==> src/hw/adcr_pkg.sv <==
// Summary of operation
// - Converter runs only while enable bit set
// - Writing one to bits 7 and 6 starts conversion if already enabled
// - Bit 6 reads one when ready or done
// - Codes 0000-0111 select port B inputs 0-7
// - Codes 1000-1010 select port A pins 3,4,0
// - Code 1111 selects bandgap; others reserved
// - Mode bits 3-1 divide clock by 2^n
// - Result high holds result bits 11-4
// - High register bit 7 is result MSB
// - Result low bits 7-4 hold bits 3-0
// - Result registers are read-only
package adcr_pkg;
    // ----------------------------------------
    // Register word indices and byte addresses
    // ----------------------------------------
    localparam logic [7:0] CTRL_IDX     = 8'h20;
    localparam logic [7:0] MODE_IDX     = 8'h21;
    localparam logic [7:0] RES_HI_IDX   = 8'h22;
    localparam logic [7:0] RES_LO_IDX   = 8'h23;
    localparam logic [7:0] IRQ_STAT_IDX = 8'h24;
    localparam logic [7:0] IRQ_MASK_IDX = 8'h25;
    localparam logic [9:0] CTRL_ADDR     = {CTRL_IDX, 2'b00};
    localparam logic [9:0] MODE_ADDR     = {MODE_IDX, 2'b00};
    localparam logic [9:0] RES_HI_ADDR   = {RES_HI_IDX, 2'b00};
    localparam logic [9:0] RES_LO_ADDR   = {RES_LO_IDX, 2'b00};
    localparam logic [9:0] IRQ_STAT_ADDR = {IRQ_STAT_IDX, 2'b00};
    localparam logic [9:0] IRQ_MASK_ADDR = {IRQ_MASK_IDX, 2'b00};
    // ----------------------------------------
    // Field positions
    // ----------------------------------------
    localparam int EN_BIT    = 7;
    localparam int START_BIT = 6;
    localparam int CH_LSB    = 2;
    localparam int DIV_LSB   = 1;
    localparam int DONE_IRQ  = 0;
    // ----------------------------------------
    // Channel codes, reset values, divider limit, result width and states
    // ----------------------------------------
    localparam logic [3:0] CH_PA3      = 4'h8;
    localparam logic [3:0] CH_PA4      = 4'h9;
    localparam logic [3:0] CH_PA0      = 4'hA;
    localparam logic [3:0] CH_BANDGAP  = 4'hF;
    localparam logic [3:0] CH_RESET    = 4'h0;
    localparam logic [2:0] DIV_RESET   = 3'h0;
    localparam logic [11:0] RES_RESET  = 12'h000;
    localparam logic [7:0] DIV_CNT_MAX = 8'h7F;
    localparam int RES_BITS = 12;
    typedef enum logic [1:0] {ADCR_IDLE, ADCR_CONV, ADCR_DONE} adcr_state_t;
endpackage

==> src/hw/adcr_top.sv <==
`timescale 1ns/1ps
module adcr_top #(
    parameter int RES_W = 12
) (
    input  wire logic             core_clk_in,
    input  wire logic             rst_in,
    input  wire logic             wb_cyc_in,
    input  wire logic             wb_stb_in,
    input  wire logic             wb_we_in,
    input  wire logic [9:0]       wb_adr_in,
    input  wire logic [3:0]       wb_sel_in,
    input  wire logic [31:0]      wb_dat_in,
    output logic      [31:0]      wb_dat_out,
    output logic                  wb_ack_out,
    output logic                  irq_out,
    // Analog core side
    output logic                  core_power_out,
    output logic                  core_clk_en_out,
    output logic                  core_start_out,
    output logic      [3:0]       core_chan_out,
    output logic                  core_bandgap_sel_out,
    input  wire logic             core_done_in,
    input  wire logic [RES_W-1:0] core_result_in
);
    // ----------------------------------------
    // Registers
    // ----------------------------------------
    logic                     enable_ff;
    logic [3:0]               chan_ff;
    logic [2:0]               div_ff;
    logic [11:0]              result_ff;
    logic                     irq_stat_ff;
    logic                     irq_mask_ff;
    logic [7:0]               div_cnt_ff;
    adcr_pkg::adcr_state_t    state_ff;
    logic                     wr_req;
    logic                     rd_req;
    logic                     start_req;
    logic                     ready;
    logic                     done_evt;
    logic [7:0]               div_mask;
    logic [3:0]               nxt_chan;
    logic [31:0]              nxt_dat;

    assign wr_req = wb_cyc_in && wb_stb_in && !wb_ack_out && wb_we_in && wb_sel_in[0];
    assign rd_req = wb_cyc_in && wb_stb_in && !wb_ack_out && !wb_we_in;
    assign start_req = wr_req && (wb_adr_in == adcr_pkg::CTRL_ADDR)
                       && wb_dat_in[adcr_pkg::START_BIT]
                       && wb_dat_in[adcr_pkg::EN_BIT] && enable_ff;
    assign ready = (state_ff != adcr_pkg::ADCR_CONV);
    assign done_evt = (state_ff == adcr_pkg::ADCR_CONV) && core_done_in;
    // Mask of 2^div - 1: zero for divide-by-1, so the enable then stays high
    assign div_mask = 8'((16'h0001 << div_ff) - 16'h0001);

    // Channel as it will stand after this edge, so the start pulse sees it
    always_comb begin
        nxt_chan = chan_ff;
        if (wr_req && wb_adr_in == adcr_pkg::CTRL_ADDR && ready) begin
            nxt_chan = wb_dat_in[adcr_pkg::CH_LSB +: 4];
        end
    end

    // ----------------------------------------
    // Bus acknowledge, one cycle after the strobe
    // ----------------------------------------
    always_ff @(posedge core_clk_in or posedge rst_in) begin
        if (rst_in) begin
            wb_ack_out <= 1'b0;
        end else begin
            wb_ack_out <= wb_cyc_in && wb_stb_in && !wb_ack_out;
        end
    end

    always_comb begin
        nxt_dat = 32'h0000_0000;
        if (wb_adr_in == adcr_pkg::CTRL_ADDR) begin
            nxt_dat[7:0] = {enable_ff, ready, chan_ff, 2'b00};
        end else if (wb_adr_in == adcr_pkg::MODE_ADDR) begin
            nxt_dat[7:0] = {4'h0, div_ff, 1'b0};
        end else if (wb_adr_in == adcr_pkg::RES_HI_ADDR) begin
            nxt_dat[7:0] = result_ff[11:4];
        end else if (wb_adr_in == adcr_pkg::RES_LO_ADDR) begin
            nxt_dat[7:0] = {result_ff[3:0], 4'h0};
        end else if (wb_adr_in == adcr_pkg::IRQ_STAT_ADDR) begin
            nxt_dat[7:0] = {7'h00, irq_stat_ff};
        end else if (wb_adr_in == adcr_pkg::IRQ_MASK_ADDR) begin
            nxt_dat[7:0] = {7'h00, irq_mask_ff};
        end else begin
            nxt_dat = 32'h0000_0000;
        end
    end

    always_ff @(posedge core_clk_in or posedge rst_in) begin
        if (rst_in) begin
            wb_dat_out <= 32'h0000_0000;
        end else if (rd_req) begin
            wb_dat_out <= nxt_dat;
        end
    end

    // ----------------------------------------
    // Control and mode registers
    // ----------------------------------------
    // Reserved bits are dropped; software must write them as zero
    always_ff @(posedge core_clk_in or posedge rst_in) begin
        if (rst_in) begin
            enable_ff <= 1'b0;
            chan_ff   <= adcr_pkg::CH_RESET;
            div_ff    <= adcr_pkg::DIV_RESET;
        end else if (wr_req && wb_adr_in == adcr_pkg::CTRL_ADDR) begin
            enable_ff <= wb_dat_in[adcr_pkg::EN_BIT];
            // Channel frozen mid-conversion so the sample stays coherent
            if (ready) begin
                chan_ff <= wb_dat_in[adcr_pkg::CH_LSB +: 4];
            end
        end else if (wr_req && wb_adr_in == adcr_pkg::MODE_ADDR) begin
            div_ff <= wb_dat_in[adcr_pkg::DIV_LSB +: 3];
        end
    end

    // ----------------------------------------
    // Conversion sequence
    // ----------------------------------------
    always_ff @(posedge core_clk_in or posedge rst_in) begin
        if (rst_in) begin
            state_ff       <= adcr_pkg::ADCR_IDLE;
            core_start_out <= 1'b0;
        end else begin
            core_start_out <= 1'b0;
            case (state_ff)
                adcr_pkg::ADCR_IDLE, adcr_pkg::ADCR_DONE: begin
                    if (start_req) begin
                        state_ff       <= adcr_pkg::ADCR_CONV;
                        core_start_out <= 1'b1;
                    end
                end
                adcr_pkg::ADCR_CONV: begin
                    if (!enable_ff) begin
                        state_ff <= adcr_pkg::ADCR_IDLE;
                    end else if (core_done_in) begin
                        state_ff <= adcr_pkg::ADCR_DONE;
                    end
                end
                default: begin
                    state_ff <= adcr_pkg::ADCR_IDLE;
                end
            endcase
        end
    end

    // Result has no bus write path at all
    always_ff @(posedge core_clk_in or posedge rst_in) begin
        if (rst_in) begin
            result_ff <= adcr_pkg::RES_RESET;
        end else if (done_evt && enable_ff) begin
            // MSB-aligned whatever the core width
            result_ff <= 12'({core_result_in, 12'h000} >> RES_W);
        end
    end

    // ----------------------------------------
    // Converter clock divider
    // ----------------------------------------
    always_ff @(posedge core_clk_in or posedge rst_in) begin
        if (rst_in) begin
            div_cnt_ff      <= 8'h00;
            core_clk_en_out <= 1'b0;
        end else if (!enable_ff) begin
            div_cnt_ff      <= 8'h00;
            core_clk_en_out <= 1'b0;
        end else begin
            div_cnt_ff      <= (div_cnt_ff & div_mask) == div_mask ? 8'h00 : 8'(div_cnt_ff + 8'h01);
            core_clk_en_out <= (div_cnt_ff & div_mask) == div_mask;
        end
    end

    always_ff @(posedge core_clk_in or posedge rst_in) begin
        if (rst_in) begin
            core_power_out       <= 1'b0;
            core_chan_out        <= adcr_pkg::CH_RESET;
            core_bandgap_sel_out <= 1'b0;
        end else begin
            core_power_out       <= enable_ff;
            core_chan_out        <= nxt_chan;
            core_bandgap_sel_out <= nxt_chan == adcr_pkg::CH_BANDGAP;
        end
    end

    // ----------------------------------------
    // Interrupt: set wins over write-one clear
    // ----------------------------------------
    always_ff @(posedge core_clk_in or posedge rst_in) begin
        if (rst_in) begin
            irq_stat_ff <= 1'b0;
            irq_mask_ff <= 1'b0;
            irq_out     <= 1'b0;
        end else begin
            if (done_evt && enable_ff) begin
                irq_stat_ff <= 1'b1;
            end else if (wr_req && wb_adr_in == adcr_pkg::IRQ_STAT_ADDR
                         && wb_dat_in[adcr_pkg::DONE_IRQ]) begin
                irq_stat_ff <= 1'b0;
            end
            if (wr_req && wb_adr_in == adcr_pkg::IRQ_MASK_ADDR) begin
                irq_mask_ff <= wb_dat_in[adcr_pkg::DONE_IRQ];
            end
            irq_out <= irq_stat_ff && irq_mask_ff;
        end
    end
endmodule

==> config.mk <==
export PLATFORM = sky130hd
export DESIGN_NAME = adcr_top
export DESIGN_NICKNAME = d
export VERILOG_FILES = /design/src/hw/adcr_pkg.sv /design/src/hw/adcr_top.sv
export SDC_FILE = /design/constraint.sdc
export NUM_CORES = 1
export LEC_CHECK = 0
export BUFFER_PORTS_ARGS = -buffer_cell sky130_fd_sc_hd__clkbuf_2
export CORE_MARGIN = 1.5
export CORE_UTILIZATION = 50
export DETAILED_ROUTE_END_ITERATION = 10
export PLACE_DENSITY = 0.84
export SLEW_MARGIN = 20
export SYNTH_ARGS = -nofsm -noshare
export SYNTH_HDL_FRONTEND = slang
export SYNTH_SLANG_ARGS = --single-unit
==> constraint.sdc <==
create_clock -name core_clk_in -period 2.8 [get_ports core_clk_in]
set_input_delay 0.84 -clock core_clk_in [delete_from_list [all_inputs] [get_ports core_clk_in]]
set_output_delay 0.84 -clock core_clk_in [all_outputs]
set_load 0.02 [all_outputs]
Word-level counts from Yosys, hierarchy flattened. Cells that the tools add are included.

Word-level logic and storage cells: 77. Bits in registers: 50. Output and inout port bits: 42. Input port bits: 64.

Reduce and logical (&&, ||, !) cells: 25. Bitwise logic cells: 2. Mux-type cells: 18. Shifts and indexed selects: 1. $add $sub $neg: 2. Equality and inequality tests: 13.

Operators by type and width (number): equality test 10 x 8 -> 1 bit, second input constant (6); two-way mux 8 bit (6); logical AND 1 bit (17); adder 8 x 1 -> 8 bit, second input constant (1); bitwise AND 8 bit (1); equality test 8 bit (1); << shifter 1 x 3 -> 8 bit, first input constant (1); subtractor 8 x 1 -> 8 bit, second input constant (1); two-way mux 1 bit (7); two-way mux 2 bit (3); AND reduction 2 bit (3); equality test 4 bit, second input constant (1); two-way mux 4 bit (1); one-hot mux 2 bit (2 select lines) (1); inequality test 3 bit, second input constant (1); equality test 2 x 1 -> 1 bit, second input constant (1); equality test 2 bit, second input constant (1); logical NOT 1 bit (2); logical NOT 2 bit (1); inequality test 2 x 1 -> 1 bit, second input constant (1); inequality test 2 bit, second input constant (1); nonzero test 2 bit (1); OR reduction 2 bit (1); inverter 1 bit (1).

Longest topological paths before layout.
Depth in word-level cells: 10. Gate-level depth with buffers: 6. Mapped depth without buffers: 4.

Least setup slack after synthesis. OpenSTA, ideal clock, no wires.

Path type: input -> register. From: in wb_adr_in[6]. To: reg chan_ff[3]. Cell stages on the path: 4. Path buffers: 0. Setup time: 0.128 ns. Slack: 0.379 ns. Arrival time: 2.293 ns. Required time: 2.672 ns. Path through: or4b_4 nor4_4 nand3_1 mux2_2.

Cells in the longest elaborated chain, start to end: 3.

Ends and longest elaborated chain: start, declared (RTL line adcr_top.sv:10) `input wire logic [9:0] wb_adr_in,`; equality test 10 x 8 -> 1 bit (RTL line adcr_top.sv:110) `end else if (wr_req && wb_adr_in == adcr_pkg::CTRL_ADDR) begin`; logical AND 1 bit (RTL line adcr_top.sv:110); AND reduction 2 bit (no line); end signal, assigned (RTL line adcr_top.sv:108) `chan_ff <= adcr_pkg::CH_RESET;`; end signal, assigned (RTL line adcr_top.sv:114) `chan_ff <= wb_dat_in[adcr_pkg::CH_LSB +: 4];`; end, declared (RTL line adcr_top.sv:29) `logic [3:0] chan_ff;`.

Every way passes these cells. A chain may end at the register's enable or synchronous reset.

Worst setup path after layout.
From: in wb_adr_in[6]. To: reg core_chan_out[1].

Cells in the longest elaborated chain, start to end: 4.

Ends and longest elaborated chain: equality test 10 x 8 -> 1 bit (RTL line adcr_top.sv:58) `if (wr_req && wb_adr_in == adcr_pkg::CTRL_ADDR && ready) begin`; logical AND 1 bit (2 in a row) (RTL line adcr_top.sv:58); two-way mux 4 bit (RTL line adcr_top.sv:58); named net nxt_chan[1] (RTL line adcr_top.sv:42) `logic [3:0] nxt_chan;`; end signal, assigned (RTL line adcr_top.sv:180) `core_chan_out <= adcr_pkg::CH_RESET;`; end signal, assigned (RTL line adcr_top.sv:184) `core_chan_out <= nxt_chan;`; end, declared (RTL line adcr_top.sv:20) `output logic [3:0] core_chan_out,`.

The timed path passes the listed nets, and every way through them passes these cells.

==> results.sh <==
export IMPL_max_cap_violations=0
export IMPL_postRouteAntennaNets=0
export IMPL_path_clk_slew_ns=0.08
export IMPL_power_leakage_nw=1.42
export IMPL_cell_pwr_density_nw_per_um2=488
export IMPL_crit_type="primary input to flip-flop"
export IMPL_outcome="finished, final reports clean"
export IMPL_areaGrowthSynthToFinish_pct=15.4
export IMPL_area_sequential_um2=1230
export IMPL_hold_class="primary input to async pin"
export IMPL_clock_insertion_delay_worst_skew_ns=0.30
export IMPL_insertedDiodeCount=0
export IMPL_residual_overflow_from_global_routing=0
export IMPL_postCtsSetupRepairBufs=0
export IMPL_net_switching_power_w=0.000295
export IMPL_clock_power_share=0.390
export IMPL_postSynthCellCount=213
export IMPL_first_iter_violations=94
export IMPL_wl_met1_um=1990
export IMPL_critPathRequiredTime_ns=2.98
export IMPL_r2r_start="wb_ack_out"
export IMPL_multi_input_area_um2=975
export IMPL_cp_start_kind="primary input"
export IMPL_synth_top_cells_by_area="sky130_fd_sc_hd__dfrtp_1 52%, sky130_fd_sc_hd__mux2_2 10%, sky130_fd_sc_hd__buf_4 7.7%, sky130_fd_sc_hd__nand2_1 2.6%, sky130_fd_sc_hd__mux2i_1 2.1%"
export IMPL_critPathLaunch="wb_adr_in[6]"
export IMPL_crit_arrival_ns=2.56
export IMPL_clock_path_buffers=2
export IMPL_layout_filler_cells=360
export IMPL_fin_tns_setup_ns=0
export IMPL_chip_height_um=71.6
export IMPL_grt_start_max_net_pins=20
export IMPL_place_hpwl_um=3430
export IMPL_synthesis_area_um2=2350
export IMPL_yosys_top_cells_count="49 x sky130_fd_sc_hd__dfrtp_1, 24 x sky130_fd_sc_hd__buf_4, 21 x sky130_fd_sc_hd__mux2_2"
export IMPL_maxSlewViolCount=0
export IMPL_sequentialPowerShare=0.536
export IMPL_grt_total_usage=0.188
export IMPL_finalHoldViolations=0
export IMPL_fin_crit_sh=0.850
export IMPL_tightestPinTransition_ns=0.626
export IMPL_postSynthRegisterBits=49
export IMPL_achievable_frequency_mhz=420
export IMPL_drc_errors=0
export IMPL_std_cell_rows=24
export IMPL_drt_pass1_iterations=8
export IMPL_crit_path_end="core_chan_out[1]"
export IMPL_die_area_um2=5120
export IMPL_ioPinCount=106
export IMPL_met3WireLength_um=300
export IMPL_cts_sink_count=49
export IMPL_p_int_w=0.00103
export IMPL_synth_seq_area_share=0.522
export IMPL_ir_worst_vdd_mv=0.379
export IMPL_count_of_flip_flops_with_a_built_in_enable_after_synthesis=0
export IMPL_rsz0062_at_grt="no"
export IMPL_critical_path_reg2reg_endpoint="core_chan_out[1]"
export IMPL_cts_tree="built"
export IMPL_timing_max_slew_rel_slack=0.581
export IMPL_power_switching_share=0.223
export IMPL_critical_path_endpoint_type="flip-flop"
export IMPL_timing_reg2reg_worst_path_depth=4
export IMPL_cts_htree_levels=2
export IMPL_yosysMostFrequentCell="sky130_fd_sc_hd__dfrtp_1"
export IMPL_fin_worst_skew_ns=0.00500
export IMPL_utilization=0.610
export IMPL_hold_buffers=0
export IMPL_min_period_ns=2.38
export IMPL_power_frac_comb=0.074
export IMPL_reg2reg_slack_ns=1.00
export IMPL_clock_root_buffer="sky130_fd_sc_hd__clkbuf_8"
export IMPL_detail_route_wl_per_cell_um=13.5
export IMPL_top_cell_type_s_share_of_synthesized_area=0.522
export IMPL_synth_area_per_cell_um2=11.0
export IMPL_num_vias=1653
export IMPL_grt_antenna_before_repair=0
export IMPL_grt_first_pass_wirelength_um=7330
export IMPL_route_final_wire_length_um=4360
export IMPL_place_area_um2=2600
export IMPL_leading_register_cell_type_out_of_synthesis="sky130_fd_sc_hd__dfrtp_1"
export IMPL_start_util=0.529
export IMPL_netlist_top_cell_by_area="sky130_fd_sc_hd__dfrtp_1"
export IMPL_async_reset_ff_frac=1.00
export IMPL_grt_pass1_vias=1591
export IMPL_highest_signal_layer="met4"
export IMPL_critical_path_peak_fanout=5
export IMPL_post_cts_resized=0
export IMPL_die_w_um=71.6
export IMPL_fin_area_um2=2710
export IMPL_port_buffers=54
export IMPL_gp_routability_congestion=0.791
export IMPL_setup_violations_final=0
export IMPL_yosysWarnings=0
export IMPL_share_of_layout_cells_above_drive_strength_1=0.339
export IMPL_via_per_inst=5.12
export IMPL_core_area_um2=4440
export IMPL_final_net_count=335
export IMPL_wl_met2_um=2010
export IMPL_cts_made_buffers=5
export IMPL_unique_masters_post_synth=41
-- worst min path at each step --
stage	start	to	slack [ns]
floorplan	enable_ff	core_power_out	0.42
global placement	wb_dat_out[6]	wb_dat_out[6]	0.46
detailed placement	wb_dat_out[0]	wb_dat_out[0]	0.47
CTS	rst_in	result_ff[11]	0.48
global route	rst_in	core_chan_out[2]	0.51
finish	rst_in	result_ff[2]	0.48
-- worst max-delay path: stages --
cell and delay (ns):
sky130_fd_sc_hd__clkbuf_2 0.08, sky130_fd_sc_hd__or4b_4 0.56, sky130_fd_sc_hd__nor4_4 0.40, sky130_fd_sc_hd__nand3_1 0.31, sky130_fd_sc_hd__mux2_2 0.37
-- routing by layer --
layer	up-vias	track usage
met3	5	0.0534
met4	0	0.0629
met5	-	0
li1	803	-
met2	77	0.298
met1	768	0.252
-- registers in the layout, summed over array words and instances, names as in the netlist --
name,flops
state_ff,2
chan_ff,4
div_ff,3
core_clk_en_out,1
core_bandgap_sel_out,1
wb_ack_out,1
wb_dat_out,8
enable_ff,1
core_start_out,1
irq_mask_ff,1
irq_stat_ff,1
core_chan_out,4
result_ff,12
core_power_out,1
irq_out,1
div_cnt_ff,7
-- cell usage in the layout, fill, tap and decap left out, types with 3 or more instances in the layout --
master	netlist	routed
sky130_fd_sc_hd__clkbuf_2	0	54
sky130_fd_sc_hd__dfrtp_1	49	49
sky130_fd_sc_hd__conb_1	1	24
sky130_fd_sc_hd__mux2_2	21	21
sky130_fd_sc_hd__nand2_1	16	16
sky130_fd_sc_hd__nor2_1	13	13
sky130_fd_sc_hd__nand3_1	9	9
sky130_fd_sc_hd__inv_1	8	7
sky130_fd_sc_hd__o21ai_0	6	6
sky130_fd_sc_hd__clkbuf_8	0	6
sky130_fd_sc_hd__mux2i_1	5	5
sky130_fd_sc_hd__nor2b_1	4	4
sky130_fd_sc_hd__o31ai_1	4	4
sky130_fd_sc_hd__xor2_1	4	4
sky130_fd_sc_hd__a21oi_1	4	4
sky130_fd_sc_hd__buf_4	24	4
sky130_fd_sc_hd__a31oi_1	3	3
sky130_fd_sc_hd__and2_1	3	3
sky130_fd_sc_hd__o21a_1	3	3
-- cell type report --
type	instances	area share
flip-flops and latches	49	0.452
multi-input cells	148	0.359
repair buffers	58	0.111
clock buffers	7	0.0318
well taps	52	0.0240
clock inverters	1	0.0111
inverters	8	0.0111
-- power by group through the flow --
stage	logic [W]	registers (W)	clock network, W
3_5_place_dp	0.0000988	0.000723	0
5_1_grt	0.000109	0.000709	0.000559
2_1_floorplan	0.0000856	0.000724	0
4_1_cts	0.0000990	0.000709	0.000529
6_report	0.0000977	0.000709	0.000516
3_3_place_gp	0.0000971	0.000723	0
-- metrics by stage --
stage          setup WS, ns  power [W]  cells  hold slack, ns
2_1_floorplan         0.379   0.000810    236           0.425
3_3_place_gp          0.134   0.000820    315           0.464
3_5_place_dp         0.0958   0.000822    315           0.474
4_1_cts               0.426    0.00134    323           0.482
5_1_grt               0.334    0.00138    323           0.506
6_report              0.421    0.00132    323           0.480
-- kinds of logic (layout without fill, tap and decap cells) --
family	Yosys count	after routing	share of synthesized area
mux	26	26	0.122
buf+inv	39	74	0.101
simple gates	64	64	0.149
other cells	1	24	0.00160
xor+xnor	5	5	0.0186
flops	49	49	0.522
fa+ha+maj	1	1	0.00532
compound gates	28	28	0.0814
Note: power is estimated with default switching activity, not from simulation.
